[src/mfc_map.svh]
// Register offsets, codes, field positions and timing counts of the fault control bank
`ifndef MFC_MAP_SVH
`define MFC_MAP_SVH

`define MFC_ADDR_CONN_TIMEOUT   16'h0500
`define MFC_ADDR_WDOG_TIMEOUT   16'h07D0
`define MFC_ADDR_FAULT_MODE     16'h07D2
`define MFC_ADDR_FAULT_REASON   16'h07D4
`define MFC_ADDR_COMMAND        16'h07D6
`define MFC_ADDR_STATUS         16'h1F3C
`define MFC_ADDR_OUT_DATA       16'h2328

`define MFC_EXC_NONE            8'h00
`define MFC_EXC_ADDRESS         8'h02
`define MFC_EXC_VALUE           8'h03

`define MFC_MODE_ALL_LOW        16'h0000
`define MFC_MODE_ALL_HIGH       16'h0001
`define MFC_MODE_HOLD           16'h0002

`define MFC_REASON_NONE         16'h0000
`define MFC_REASON_LINK         16'h0007
`define MFC_REASON_HOST         16'h0008
`define MFC_REASON_USER         16'h0009
`define MFC_REASON_ABORT        16'h000A
`define MFC_REASON_INIT         16'h000B
`define MFC_REASON_WDOG         16'h000C
`define MFC_REASON_CONN         16'h000D

`define MFC_CMD_SET_BIT         4
`define MFC_CMD_ACK_BIT         5
`define MFC_CMD_WARN_CLR_BIT    7

`define MFC_STAT_ERROR_BIT      0
`define MFC_STAT_NETFAIL_BIT    1

`define MFC_TIMEOUT_RESET       16'h0000
`define MFC_MS_NS               1000000
`define MFC_CLK_NS              8
`define MFC_MS_CYCLES           (`MFC_MS_NS / `MFC_CLK_NS)

`endif

[src/mfc_pkg.sv]
// Types shared by the fault control register bank
package mfc_pkg;

    typedef struct packed {
        logic        write;
        logic [2:0]  conn;
        logic [15:0] addr;
        logic [15:0] data;
    } mfc_req_s;

    typedef struct packed {
        logic [15:0] data;
        logic [7:0]  exc;
    } mfc_rsp_s;

    typedef struct packed {
        logic data_transfer_link_timeout;
        logic host_timeout;
        logic conn_abort;
        logic init_error;
    } mfc_ext_s;

    typedef enum logic [0:0] {
        MFC_RUN  = 1'b0,
        MFC_FAIL = 1'b1
    } mfc_state_e;

endpackage : mfc_pkg

[src/mfc_regs.sv]
// Fault control register bank: timeouts, watchdog, net fault state and substitute outputs
// Functional notes
// - Writes to read-only registers store nothing and answer exception 02.
// - Connection timeout of zero disables monitoring of a connection once it runs a function.
// - New connection timeout applies only after a function on that connection.
// - Watchdog timeout zero disables watchdog; nonzero arms it with that period.
// - Fault mode 0 drives outputs low, 1 high, 2 holds last value.
// - Reason codes 07 transfer, 08 host, 09 user, 0A abort, 0B init.
// - Reason 0C for watchdog expiry, 0D for connection monitoring timeout.
// - Reason codes 01 through 06 are never reported.
// - Command register is write only; reads return no stored contents.
// - Command write with more than one bit set is rejected with error.
// - Command bit 4 forces net fault; bit 5 acknowledges and clears it.
// - Command bit 7 clears latched I/O warning indication.
// - Status bit 0 is one while any error is pending.
// - Status bit 1 is one while net fault and substitutes are active.
// - Armed watchdog starts on first output write, restarts on output writes, not reads.
// - Watchdog expiry applies substitute outputs and sets net fault.
// - Auto mode clears fault on next output write; manual needs acknowledge command.
// - Acknowledge restarts the watchdog for a fresh period.
`include "mfc_map.svh"

module mfc_regs #(
    parameter int MS_CYCLES = `MFC_MS_CYCLES,
    parameter int N_CONN    = 8,
    parameter int OUT_W     = 8
) (
    input  wire logic              ref_clk,
    input  wire logic              reset,
    input  wire logic              req_valid,
    input  wire mfc_pkg::mfc_req_s req,
    input  wire logic              auto_ack,
    input  wire logic [N_CONN-1:0] conn_open,
    input  wire mfc_pkg::mfc_ext_s ext_fault,
    input  wire logic              io_warn,
    input  wire logic [15:0]       diag_bits,
    output logic                   rsp_valid,
    output mfc_pkg::mfc_rsp_s      rsp,
    output logic [OUT_W-1:0]       dout,
    output logic                   net_fail
);

    function automatic logic one_hot(input logic [15:0] v);
        one_hot = (v != 16'h0000) && ((v & (v - 16'h0001)) == 16'h0000);
    endfunction : one_hot

    logic [15:0]        conn_to_r;
    logic [15:0]        wdog_to_r;
    logic [15:0]        mode_r;
    logic [15:0]        reason_r;
    logic [OUT_W-1:0]   out_data_r;
    logic               warn_r;
    mfc_pkg::mfc_state_e state_r;
    logic [31:0]        ms_cnt_r;
    logic               ms_tick;
    logic [15:0]        act_to_r [N_CONN];
    logic [15:0]        conn_cnt_r [N_CONN];
    logic               wd_started_r;
    logic [15:0]        wd_cnt_r;

    logic [15:0] rdata;
    logic [7:0]  exc;
    logic        wr_conn;
    logic        wr_wdog;
    logic        wr_mode;
    logic        wr_out;
    logic        cmd_set;
    logic        cmd_ack;
    logic        cmd_warn;
    logic        conn_expire;
    logic        wd_expire;
    logic        fault_set;
    logic        fault_clr;
    logic [15:0] set_code;
    logic [15:0] status_word;

    assign status_word = {14'h0000, state_r == mfc_pkg::MFC_FAIL,
                          warn_r | (|diag_bits)};

    // Millisecond enable pulse for both timeout engines
    always_ff @(posedge ref_clk)
    begin
        if (reset || ms_cnt_r == 32'(MS_CYCLES - 1))
            ms_cnt_r <= 32'h0000_0000;
        else
            ms_cnt_r <= ms_cnt_r + 32'h0000_0001;
    end

    assign ms_tick = (ms_cnt_r == 32'(MS_CYCLES - 1));

    // Request decode; nothing is stored when an exception is answered
    always_comb
    begin
        rdata    = 16'h0000;
        exc      = `MFC_EXC_NONE;
        wr_conn  = 1'b0;
        wr_wdog  = 1'b0;
        wr_mode  = 1'b0;
        wr_out   = 1'b0;
        cmd_set  = 1'b0;
        cmd_ack  = 1'b0;
        cmd_warn = 1'b0;
        if (req_valid)
        begin
            if (req.addr == `MFC_ADDR_CONN_TIMEOUT)
            begin
                wr_conn = req.write;
                rdata   = conn_to_r;
            end
            else if (req.addr == `MFC_ADDR_WDOG_TIMEOUT)
            begin
                wr_wdog = req.write;
                rdata   = wdog_to_r;
            end
            else if (req.addr == `MFC_ADDR_FAULT_MODE)
            begin
                rdata = mode_r;
                if (req.write && req.data > `MFC_MODE_HOLD)
                    exc = `MFC_EXC_VALUE;
                else
                    wr_mode = req.write;
            end
            else if (req.addr == `MFC_ADDR_FAULT_REASON)
            begin
                if (req.write)
                    exc = `MFC_EXC_ADDRESS;
                else
                    rdata = reason_r;
            end
            else if (req.addr == `MFC_ADDR_COMMAND)
            begin
                if (!req.write)
                    exc = `MFC_EXC_ADDRESS;
                else if (req.data != 16'h0000 && !one_hot(req.data))
                    exc = `MFC_EXC_VALUE;
                else
                begin
                    // Lone reserved bits fall through with no effect
                    cmd_set  = req.data[`MFC_CMD_SET_BIT];
                    cmd_ack  = req.data[`MFC_CMD_ACK_BIT];
                    cmd_warn = req.data[`MFC_CMD_WARN_CLR_BIT];
                end
            end
            else if (req.addr == `MFC_ADDR_STATUS)
            begin
                if (req.write)
                    exc = `MFC_EXC_ADDRESS;
                else
                    rdata = status_word;
            end
            else if (req.addr == `MFC_ADDR_OUT_DATA)
            begin
                wr_out = req.write;
                rdata  = {{(16 - OUT_W){1'b0}}, out_data_r};
            end
            else
            begin
                exc = `MFC_EXC_ADDRESS;
            end
        end
    end

    // Configuration registers
    always_ff @(posedge ref_clk)
    begin
        if (reset)
        begin
            conn_to_r <= `MFC_TIMEOUT_RESET;
            wdog_to_r <= `MFC_TIMEOUT_RESET;
            mode_r    <= `MFC_MODE_ALL_LOW;
        end
        else
        begin
            if (wr_conn)
                conn_to_r <= req.data;
            if (wr_wdog)
                wdog_to_r <= req.data;
            if (wr_mode)
                mode_r <= req.data;
        end
    end

    // Output image, high byte ignored on write
    always_ff @(posedge ref_clk)
    begin
        if (reset)
            out_data_r <= '0;
        else if (wr_out)
            out_data_r <= req.data[OUT_W-1:0];
    end

    // Connection monitoring: each connection keeps the timeout it last used
    always_ff @(posedge ref_clk)
    begin
        for (int i = 0; i < N_CONN; i++)
        begin
            if (reset || !conn_open[i])
            begin
                act_to_r[i]   <= `MFC_TIMEOUT_RESET;
                conn_cnt_r[i] <= 16'h0000;
            end
            else if (req_valid && req.conn == 3'(i))
            begin
                act_to_r[i]   <= conn_to_r;
                conn_cnt_r[i] <= 16'h0000;
            end
            else if (ms_tick && act_to_r[i] != 16'h0000 && conn_cnt_r[i] < act_to_r[i])
            begin
                conn_cnt_r[i] <= conn_cnt_r[i] + 16'h0001;
            end
        end
    end

    // Expiry is a single pulse; counter then parks at the limit
    always_comb
    begin
        conn_expire = 1'b0;
        for (int i = 0; i < N_CONN; i++)
        begin
            if (conn_open[i] && ms_tick && act_to_r[i] != 16'h0000 &&
                !(req_valid && req.conn == 3'(i)) &&
                conn_cnt_r[i] + 16'h0001 == act_to_r[i])
                conn_expire = 1'b1;
        end
    end

    // Process data watchdog; cannot be halted except by zero period
    always_ff @(posedge ref_clk)
    begin
        if (reset || wdog_to_r == 16'h0000)
        begin
            wd_started_r <= 1'b0;
            wd_cnt_r     <= 16'h0000;
        end
        else if (wr_out || fault_clr)
        begin
            wd_started_r <= 1'b1;
            wd_cnt_r     <= 16'h0000;
        end
        else if (wd_started_r && ms_tick && wd_cnt_r < wdog_to_r)
        begin
            wd_cnt_r <= wd_cnt_r + 16'h0001;
        end
    end

    assign wd_expire = wd_started_r && !wr_out && !fault_clr && ms_tick &&
                       wd_cnt_r + 16'h0001 == wdog_to_r;

    // Cause priority when several arrive together; only codes 07..0D exist
    always_comb
    begin
        set_code = `MFC_REASON_NONE;
        if (wd_expire)
            set_code = `MFC_REASON_WDOG;
        else if (conn_expire)
            set_code = `MFC_REASON_CONN;
        else if (cmd_set)
            set_code = `MFC_REASON_USER;
        else if (ext_fault.data_transfer_link_timeout)
            set_code = `MFC_REASON_LINK;
        else if (ext_fault.host_timeout)
            set_code = `MFC_REASON_HOST;
        else if (ext_fault.conn_abort)
            set_code = `MFC_REASON_ABORT;
        else if (ext_fault.init_error)
            set_code = `MFC_REASON_INIT;
    end

    assign fault_set = (set_code != `MFC_REASON_NONE);
    assign fault_clr = (state_r == mfc_pkg::MFC_FAIL) &&
                       (cmd_ack || (auto_ack && wr_out));

    // Net fault state; a new cause wins over a same-cycle acknowledge
    always_ff @(posedge ref_clk)
    begin
        if (reset)
        begin
            state_r  <= mfc_pkg::MFC_RUN;
            reason_r <= `MFC_REASON_NONE;
        end
        else
        begin
            case (state_r)
                mfc_pkg::MFC_RUN:
                begin
                    if (fault_set)
                    begin
                        state_r  <= mfc_pkg::MFC_FAIL;
                        reason_r <= set_code;
                    end
                end
                mfc_pkg::MFC_FAIL:
                begin
                    if (fault_set)
                        reason_r <= set_code;
                    else if (fault_clr)
                        state_r <= mfc_pkg::MFC_RUN;
                end
                default:
                begin
                    state_r <= mfc_pkg::MFC_RUN;
                end
            endcase
        end
    end

    // Latched I/O warning; a new warning wins over the clear command
    always_ff @(posedge ref_clk)
    begin
        if (reset)
            warn_r <= 1'b0;
        else if (io_warn)
            warn_r <= 1'b1;
        else if (cmd_warn)
            warn_r <= 1'b0;
    end

    // Physical outputs; substitute values replace the image while failed
    always_ff @(posedge ref_clk)
    begin
        if (reset)
            dout <= '0;
        else if (state_r == mfc_pkg::MFC_FAIL)
        begin
            if (mode_r == `MFC_MODE_ALL_HIGH)
                dout <= '1;
            else if (mode_r == `MFC_MODE_ALL_LOW)
                dout <= '0;
        end
        else
            dout <= out_data_r;
    end

    always_ff @(posedge ref_clk)
    begin
        if (reset)
            net_fail <= 1'b0;
        else
            net_fail <= fault_set || (state_r == mfc_pkg::MFC_FAIL && !fault_clr);
    end

    // Answer one cycle after the request
    always_ff @(posedge ref_clk)
    begin
        if (reset)
        begin
            rsp_valid <= 1'b0;
            rsp       <= '0;
        end
        else
        begin
            rsp_valid <= req_valid;
            rsp.data  <= req_valid ? rdata : 16'h0000;
            rsp.exc   <= req_valid ? exc : `MFC_EXC_NONE;
        end
    end

endmodule : mfc_regs

[config.mk]
export PLATFORM = sky130hd
export DESIGN_NAME = mfc_regs
export DESIGN_NICKNAME = d
export VERILOG_FILES = /design/src/mfc_pkg.sv /design/src/mfc_regs.sv
export VERILOG_INCLUDE_DIRS = /design/src /design/src/src
export SDC_FILE = /design/constraint.sdc
export NUM_CORES = 1
export LEC_CHECK = 0
export BUFFER_PORTS_ARGS = -buffer_cell sky130_fd_sc_hd__buf_2
export CAP_MARGIN = 20
export CORE_MARGIN = 8
export CORE_UTILIZATION = 40
export CTS_CLUSTER_DIAMETER = 150
export CTS_CLUSTER_SIZE = 12
export DETAILED_ROUTE_END_ITERATION = 8
export GPL_ROUTABILITY_DRIVEN = 0
export PLACE_DENSITY = 0.65
export SETUP_SLACK_MARGIN = 0.1
export SKIP_CTS_REPAIR_TIMING = 1
export SYNTH_ARGS = -nofsm -noshare
export SYNTH_HDL_FRONTEND = slang
export SYNTH_SLANG_ARGS = --single-unit
[constraint.sdc]
create_clock -name ref_clk -period 5.2 [get_ports ref_clk]
set_input_delay 0.78 -clock ref_clk [delete_from_list [all_inputs] [get_ports ref_clk]]
set_output_delay 0.78 -clock ref_clk [all_outputs]
set_load 0.005 [all_outputs]
==> out/summary.txt, run 1 <==
Synth-to-Final Area Change -> 9.37%
Most frequent cells in the layout -> nor2_1, edfxtp_1, inv_1
Area of placed instances -> 26000 um2
Drt wl/cell -> 19.1 um
Clock Tree Buf Depth -> 3
Maximum fanout along the worst path -> 11
Fin area -> 27100 um2
Post-synth EDFFs -> 256
First-pass GRT wire length -> 107000 um
Layout Utilization -> 0.440
Yosys reg bits -> 395
Most common cell after layout, fill and taps aside -> nor2_1
DRT iter0 DRCs -> 1853
ANT nets after route -> 0
Max-cap violations -> 0
Worst Path Arrival -> 4.41 ns
Sequential area share after synthesis -> 0.423
Clk Latency, worst-skew pair -> 0.57 ns
Final hold violation count -> 0
H-tree depth -> 2
Distinct cells, synth -> 96
CP endpoint kind -> flop
Area contributors post-synth -> edfxtp_1, dfxtp_1, ha_1
Cell Count, Final, Fillers Out -> 3495
Leakage power -> 0.00969 uW
Io pins -> 103
Average size of a mapped cell -> 9.44 um2
Worst-margin pin slew -> 1.06 ns
Setup repair after global routing missed its margin -> false
Post-synthesis instance total -> 2624
Clock Skew -> 0.0346 ns
Initial Util -> 0.403
Routed via count -> 20000
GRT Util Overall -> 0.186
Pin count of the biggest net entering global routing -> 62
DRC -> 0
Clock Sinks -> 395
Placed cell count -> 3440
Grt total ovfl -> 0
Initial antenna violation count -> 1
Final period utilization -> 0.765
Worst Setup Start Kind -> flop
Die H -> 265 um
Pwr dens -> 248 nW/um2
Vias in the first global route -> 19600
Synthesized cell area -> 24800 um2
Share of layout cells above drive strength 1 -> 0.0814
Core area -> 61500 um2
Setup TNS -> 0 ns
Number of buffers created by CTS -> 38
Synth area leader -> edfxtp_1
Yosys Warn Count -> 0
Total Nets Final -> 2914
Worst-path clk slew -> 0.06 ns
Pre-antenna DRT Iters -> 6
DRT Wirelength -> 66700 um
CTS tree -> yes
Max-slew headroom -> 0.290
I/O Buffers -> 96
Status -> completed
Max Fclk -> 251 MHz
Asr flop ratio synth -> 0
Clock root buffer -> clkbuf_16
Max Slew Vio Count -> 0
Die width -> 265 um
Minimum clock period -> 3.98 ns
Die area -> 70100 um2
Crit path kind -> reg2reg
Num rows -> 91
Setup violators final -> 0
Hold Path Class -> in2reg
DP Wirelength -> 48600 um
Vias per inst -> 5.73
Worst VDD drop -> 221 uV
Top cell type's share of synthesized area -> 0.310
Synth Flop Type -> edfxtp_1
Worst EP required -> 5.63 ns
-- registers in the layout, summed over array words and instances (netlist names) --
signal and count:
state_r 1, net_fail 1, ms_cnt_r 32, wd_cnt_r 16, conn_cnt_r 128, out_data_r 8, wdog_to_r 16, conn_to_r 16
act_to_r 128, reason_r 4, rsp 18, dout 8, mode_r 16, rsp_valid 1, warn_r 1, wd_started_r 1
-- per-layer routing --
| metal | global-route usage | vias to the layer above | part of all wire |
|---|---|---|---|
| met2 | 0.300 | 794 | 0.45 |
| met4 | 0.0722 | 0 | 0.037 |
| met3 | 0.0341 | 152 | 0.072 |
| li1 | - | 9571 | - |
| met1 | 0.246 | 9507 | 0.44 |
| met5 | 0 | - | 0 |
-- final cells by class --
cell class | instances | area, um2
Antenna cell | 1 | 2.50
Fill cell | 5863 | 34400
Tap cell | 790 | 988
Clock buffer | 51 | 1000
Inverter | 181 | 679
Multi-Input combinational cell | 1953 | 13200
Sequential cell | 395 | 10500
Timing Repair Buffer | 122 | 682
Clock inverter | 2 | 38.8
-- cell families after synthesis --
logic type | after synthesis | share of synthesized area
AOI/OAI and AO/OA | 377 | 0.104
xor gates and xnor gates | 259 | 0.0933
adders and majority gates | 155 | 0.0782
buffers and inverters | 281 | 0.0449
DFF | 395 | 0.423
muxes | 44 | 0.0179
other | 1 | 0.000151
and+or+nand+nor | 1112 | 0.238
-- critical path, cell delays in order, from the launching register on --
cell and delay, ns:
edfxtp_1 0.56, nand3_1 0.26, nor3_1 0.81, o22ai_1 0.21, a2111o_1 0.42, nor4_1 0.53
a32oi_1 0.25, o311ai_1 0.27, nor4_2 0.14, and2_4 0.22, nor3b_2 0.15
-- synth_stat cells, drive strengths merged (6+ instances only) --
cell type and count:
nor2 309, edfxtp 256, inv 181, xnor2 163
ha 154, and2 150, dfxtp 139, nand2 130
nand3 106, xor2 93, nor4 89, clkbuf 87
a21oi 85, o21ai 76, nand4 75, nor3 69
mux2i 41, o21a 38, nor2b 31, a211oi 29
and3 27, or3 23, nand2b 19, a21o 17
and4 17, or4 16, or2 15, buf 13
a2111oi 12, a222oi 12, a31oi 12, o2111ai 10
o22ai 10, nor4b 8, a41oi 6, nor3b 6
o311ai 6, o31a 6
-- where the power goes --
group | switching [uW] | internal [uW] | total, uW | leakage, uW
clock | 1190 | 1340 | 2540 | 0.000503
sequential | 150 | 3440 | 3590 | 0.00399
combinational | 338 | 263 | 601 | 0.00519
total | 1680 | 5040 | 6720 | 0.00969
-- worst paths after layout --
kind / start / to / slack (ns) / depth (start not counted)
hold reg to reg: ms_cnt_r[0]$_SDFF_PP0_ / ms_cnt_r[0]$_SDFF_PP0_ / 0.48 / 1
setup / recovery: conn_cnt_r[1][6]$_SDFFCE_PN0P_ / reason_r[1]$_SDFFE_PP0P_ / 1.22 / 10
setup reg to reg: conn_cnt_r[1][6]$_SDFFCE_PN0P_ / reason_r[1]$_SDFFE_PP0P_ / 1.22 / 10
hold / removal: io_warn / warn_r$_SDFFE_PP0P_ / 0.45 / 3
-- through the flow --
stage | hold WS (ns) | setup WS [ns] | power, uW
2_1_floorplan | 0.435 | 1.60 | 4030
3_3_place_gp | 0.455 | 1.02 | 4220
3_5_place_dp | 0.466 | 1.04 | 4240
4_1_cts | 0.411 | 1.31 | 6780
5_1_grt | 0.463 | 1.02 | 6970
6_report | 0.447 | 1.22 | 6720
No activity file was read; power rests on OpenSTA's default activity.
==> run 2, diff against run 1 <==
Clock period 5.2 ns to 3.7 ns, I/O delays scaled along.
==> run 2 against run 1 <==
Net effect:
- worst setup slack worse by 0.96 ns
- maximum frequency up 16%
- die area stayed put
- non-clock buffer count grew 51
- final area up 2.1%
- largest cell class unchanged
==> out/summary.txt, run 2 (same netlist as run 1, synthesis figures left out) <==
Clk Latency, worst-skew pair -> 0.57 ns
Clock root buffer -> clkbuf_16
CP endpoint kind -> flop
Max-slew headroom -> 0.482
Most common cell after layout, fill and taps aside -> nor2_1
GRT Util Overall -> 0.187
Pin count of the biggest net entering global routing -> 62
Pre-antenna DRT Iters -> 5
Setup violators final -> 0
Max-cap violations -> 0
GR Util met3 -> 0.0297
Layout Utilization -> 0.450
Max Slew Vio Count -> 0
H-tree depth -> 2
I/O Buffers -> 96
Max Fclk -> 291 MHz
Vias in the first global route -> 20100
Total Nets Final -> 2965
P_sw -> 2380 uW
Multi-input logic area -> 13300 um2
Initial Util -> 0.403
Num rows -> 91
Worst VDD drop -> 280 uV
FF-to-FF path depth -> 10
Share of layout cells above drive strength 1 -> 0.104
Synth-to-Final Area Change -> 11.7%
Minimum clock period -> 3.44 ns
GR Layer Usage met1 -> 0.246
Final hold violation count -> 0
Most frequent cells in the layout -> nor2_1, edfxtp_1, inv_1
Die width -> 265 um
CTS tree -> yes
DRC -> 0
DP Wirelength -> 49000 um
Proportion of power drawn by combinational gates -> 0.092
Vias per inst -> 5.72
Most used routing layer -> met2
WHS Path Cells -> 3
Final period utilization -> 0.930
Grt total ovfl -> 0
Met2 Usage GRT -> 0.308
Worst-margin pin slew -> 0.775 ns
Status -> completed
First-pass GRT wire length -> 108000 um
Reg area -> 10500 um2
Crit path kind -> reg2reg
Largest regs -> act_to_r (128), conn_cnt_r (128), ms_cnt_r (32)
Hold_ws -> 0.205 ns
Hold Path Class -> in2reg
Leakage power -> 0.0100 uW
Clock Tree Buf Depth -> 3
Pwr dens -> 348 nW/um2
Clock power share -> 0.385
Die H -> 265 um
Fillers -> 5828
Io pins -> 103
Placed cell count -> 3484
Switching share of power -> 0.247
DRT Wirelength -> 67300 um
Reg power frac -> 0.523
Worst Path Arrival -> 3.87 ns
Worst Setup Start Kind -> flop
P_int -> 7240 uW
Worst EP required -> 4.13 ns
DRT iter0 DRCs -> 1767
Number of buffers created by CTS -> 38
Maximum fanout along the worst path -> 10
Setup TNS -> 0 ns
Clock Skew -> 0.0225 ns
ANT nets after route -> 0
Cell Count, Final, Fillers Out -> 3552
Initial antenna violation count -> 2
Drt wl/cell -> 19.0 um
Die area -> 70100 um2
Core area -> 61500 um2
Clock Sinks -> 395
Routed via count -> 20300
R2R Setup Slk -> 0.26 ns
Setup repair after global routing missed its margin -> false
Worst-path clk slew -> 0.06 ns
==> run 2: per-stage QoR <==
stage / area (um2) / setup slack (ns) / total power, uW
final: 27700 / 0.261 / 9620
after CTS: 27500 / -0.113 / 9690
after floorplan: 24800 / 0.102 / 5670
after global placement: 26400 / 0.00351 / 5950
after detailed placement: 26400 / -0.0803 / 5980
after global routing: 27700 / 0.108 / 9980
==> run 2: worst paths after layout <==
| kind | from | end |
|---|---|---|
| setup / recovery | conn_cnt_r[0][20]$_SDFFCE_PN0P_ | reason_r[1]$_SDFFE_PP0P_ |
| hold / removal | io_warn | warn_r$_SDFFE_PP0P_ |
| setup reg to reg | conn_cnt_r[0][20]$_SDFFCE_PN0P_ | reason_r[1]$_SDFFE_PP0P_ |
| hold reg to reg | wd_started_r$_SDFFE_PP0P_ | wd_started_r$_SDFFE_PP0P_ |
==> run 2: metal layers <==
layer,up-vias,wire length [um]
li1,9696,-
met1,9762,29100
met2,740,31600
met3,126,4520
met4,0,2120
met5,-,0
==> run 2: worst max-delay path: stages, from the launching register on <==
cell	delay (ns)
edfxtp_1	0.49
nand4_4	0.23
or4_4	0.59
a2111oi_4	0.30
o2111ai_1	0.13
or4_1	0.51
or4_4	0.54
nand3_2	0.13
nor4_2	0.07
and2_4	0.19
nor3b_2	0.14
==> run 2: power groups by stage <==
stage / Clock (uW) / Sequential (uW) / Combinational (uW)
after CTS: 3790 / 5020 / 875
final: 3700 / 5030 / 889
after global routing: 3930 / 5050 / 997
after global placement: 0 / 5110 / 842
after floorplan: 0 / 5040 / 629
after detailed placement: 0 / 5120 / 867
==> run 2: layout make-up <==
type / instances / share of cell area
Antenna cell: 1 / 0.0000905
Clock buffer: 59 / 0.0396
Inverter: 181 / 0.0246
Multi-Input combinational cell: 1953 / 0.482
Sequential cell: 395 / 0.379
Tap cell: 790 / 0.0357
Timing Repair Buffer: 173 / 0.0390
==> run 3, diff against run 2 <==
Settings changed: CTS_BUF_LIST set to sky130_fd_sc_hd__clkbuf_2 sky130_fd_sc_hd__clkbuf_4 sky130_fd_sc_hd__clkbuf_8, TNS_END_PERCENT set to 5.
==> run 3 against run 2 <==
Net effect:
- combinational power about the same
- critical endpoint unchanged
- non-clock buffer count up 5
- total power down 10%
- maximum frequency about the same
- worst setup slack worse by 0.00094 ns
- final cell count up 0.14%
- largest power group unchanged
==> out/summary.txt, run 3 (same netlist as run 1, synthesis figures left out) <==
Cell Count, Final, Fillers Out -> 3557
Max Slew Vio Count -> 0
Vias in the first global route -> 20100
DRC -> 0
Clock Sinks -> 395
Final hold violation count -> 0
Final period utilization -> 0.930
Clock Skew -> 0.0301 ns
Leakage power -> 0.00988 uW
Clock Tree Buf Depth -> 3
Overall power -> 8640 uW
DRT iter0 DRCs -> 1739
DRT Wirelength -> 67400 um
Worst-margin pin slew -> 0.784 ns
Share of layout cells above drive strength 1 -> 0.112
Vias per inst -> 5.71
Most common cell after layout, fill and taps aside -> nor2_1
GRT Util Overall -> 0.187
Setup repair after global routing missed its margin -> false
Die H -> 265 um
Layout Utilization -> 0.444
Crit path kind -> reg2reg
Initial Util -> 0.403
Fillers -> 5860
Most frequent cells in the layout -> nor2_1, edfxtp_1, inv_1
Max-cap violations -> 0
Die width -> 265 um
CP endpoint kind -> flop
CTS tree -> yes
Core area -> 61500 um2
Clock root buffer -> clkbuf_8
Worst-path clk slew -> 0.09 ns
First-pass GRT wire length -> 108000 um
Pwr dens -> 316 nW/um2
Hold Path Class -> in2reg
Grt total ovfl -> 0
Initial antenna violation count -> 4
Total Nets Final -> 2970
Max-slew headroom -> 0.477
Placed cell count -> 3484
Num rows -> 91
Pre-antenna DRT Iters -> 8
Maximum fanout along the worst path -> 10
Place WS -> -0.0803 ns
I/O Buffers -> 96
Worst Setup Start Kind -> flop
Synth-to-Final Area Change -> 10.3%
Io pins -> 103
Max Fclk -> 291 MHz
Final WS setup -> 0.260 ns
Largest regs -> act_to_r (128), conn_cnt_r (128), ms_cnt_r (32)
Setup TNS -> 0 ns
Die area -> 70100 um2
DP Wirelength -> 49000 um
ANT nets after route -> 0
Routed via count -> 20300
Minimum clock period -> 3.44 ns
Setup violators final -> 0
Worst EP required -> 4.20 ns
Number of buffers created by CTS -> 38
Worst Path Arrival -> 3.94 ns
Drt wl/cell -> 18.9 um
H-tree depth -> 2
Worst VDD drop -> 219 uV
Clk Latency, worst-skew pair -> 0.63 ns
Pin count of the biggest net entering global routing -> 62
Status -> completed
==> run 3: changes by cell type in the layout (fill, tap and decap cells not counted) <==
cell	before	now
clkbuf_8	0	41
clkbuf_16	41	0
nor4_2	8	9
clkbuf_1	17	0
buf_4	74	79
nor4_1	79	78
clkbuf_4	0	17
==> run 3: through the flow <==
step	cell area (um2)	hold WS, ns
after global placement	26400	0.448
after floorplan	24800	0.435
final	27300	0.142
after detailed placement	26400	0.467
after global routing	27300	0.155
after CTS	27100	0.0985
==> run 3: worst paths after layout <==
check / start / to / slack, ns / cells after the start
min reg2reg: wd_started_r$_SDFFE_PP0P_ / wd_started_r$_SDFFE_PP0P_ / 0.48 / 2
max reg2reg: conn_cnt_r[0][20]$_SDFFCE_PN0P_ / reason_r[1]$_SDFFE_PP0P_ / 0.26 / 10
max: conn_cnt_r[0][20]$_SDFFCE_PN0P_ / reason_r[1]$_SDFFE_PP0P_ / 0.26 / 10
min: io_warn / warn_r$_SDFFE_PP0P_ / 0.14 / 3
==> run 3: worst max-delay path, stage by stage, from the launching register on <==
cell       delay, ns
edfxtp_1        0.50
nand4_4         0.22
or4_4           0.59
a2111oi_4       0.29
o2111ai_1       0.13
or4_1           0.51
or4_4           0.53
nand3_2         0.13
nor4_2          0.07
and2_4          0.19
nor3b_2         0.14
==> run 3: cell type report <==
class | count | area [um2] | area share
Inverter | 181 | 679 | 0.0249
Timing Repair Buffer | 178 | 1120 | 0.0409
Antenna cell | 1 | 2.50 | 0.0000917
Multi-Input combinational cell | 1953 | 13300 | 0.489
Tap cell | 790 | 988 | 0.0362
Sequential cell | 395 | 10500 | 0.384
Clock buffer | 59 | 697 | 0.0255
==> run 3: routing by layer <==
layer / vias to the layer above / part of all wire / global-route usage
met3: 123 / 0.065 / 0.0297
li1: 9691 / - / -
met1: 9805 / 0.44 / 0.246
met2: 708 / 0.47 / 0.307
met5: - / 0 / 0
met4: 0 / 0.033 / 0.0740
==> run 3: report_power, final <==
part | switching (uW) | total [uW] | internal, uW
logic | 495 | 887 | 392
clock network | 1540 | 2730 | 1190
registers | 204 | 5020 | 4820
total | 2240 | 8640 | 6400
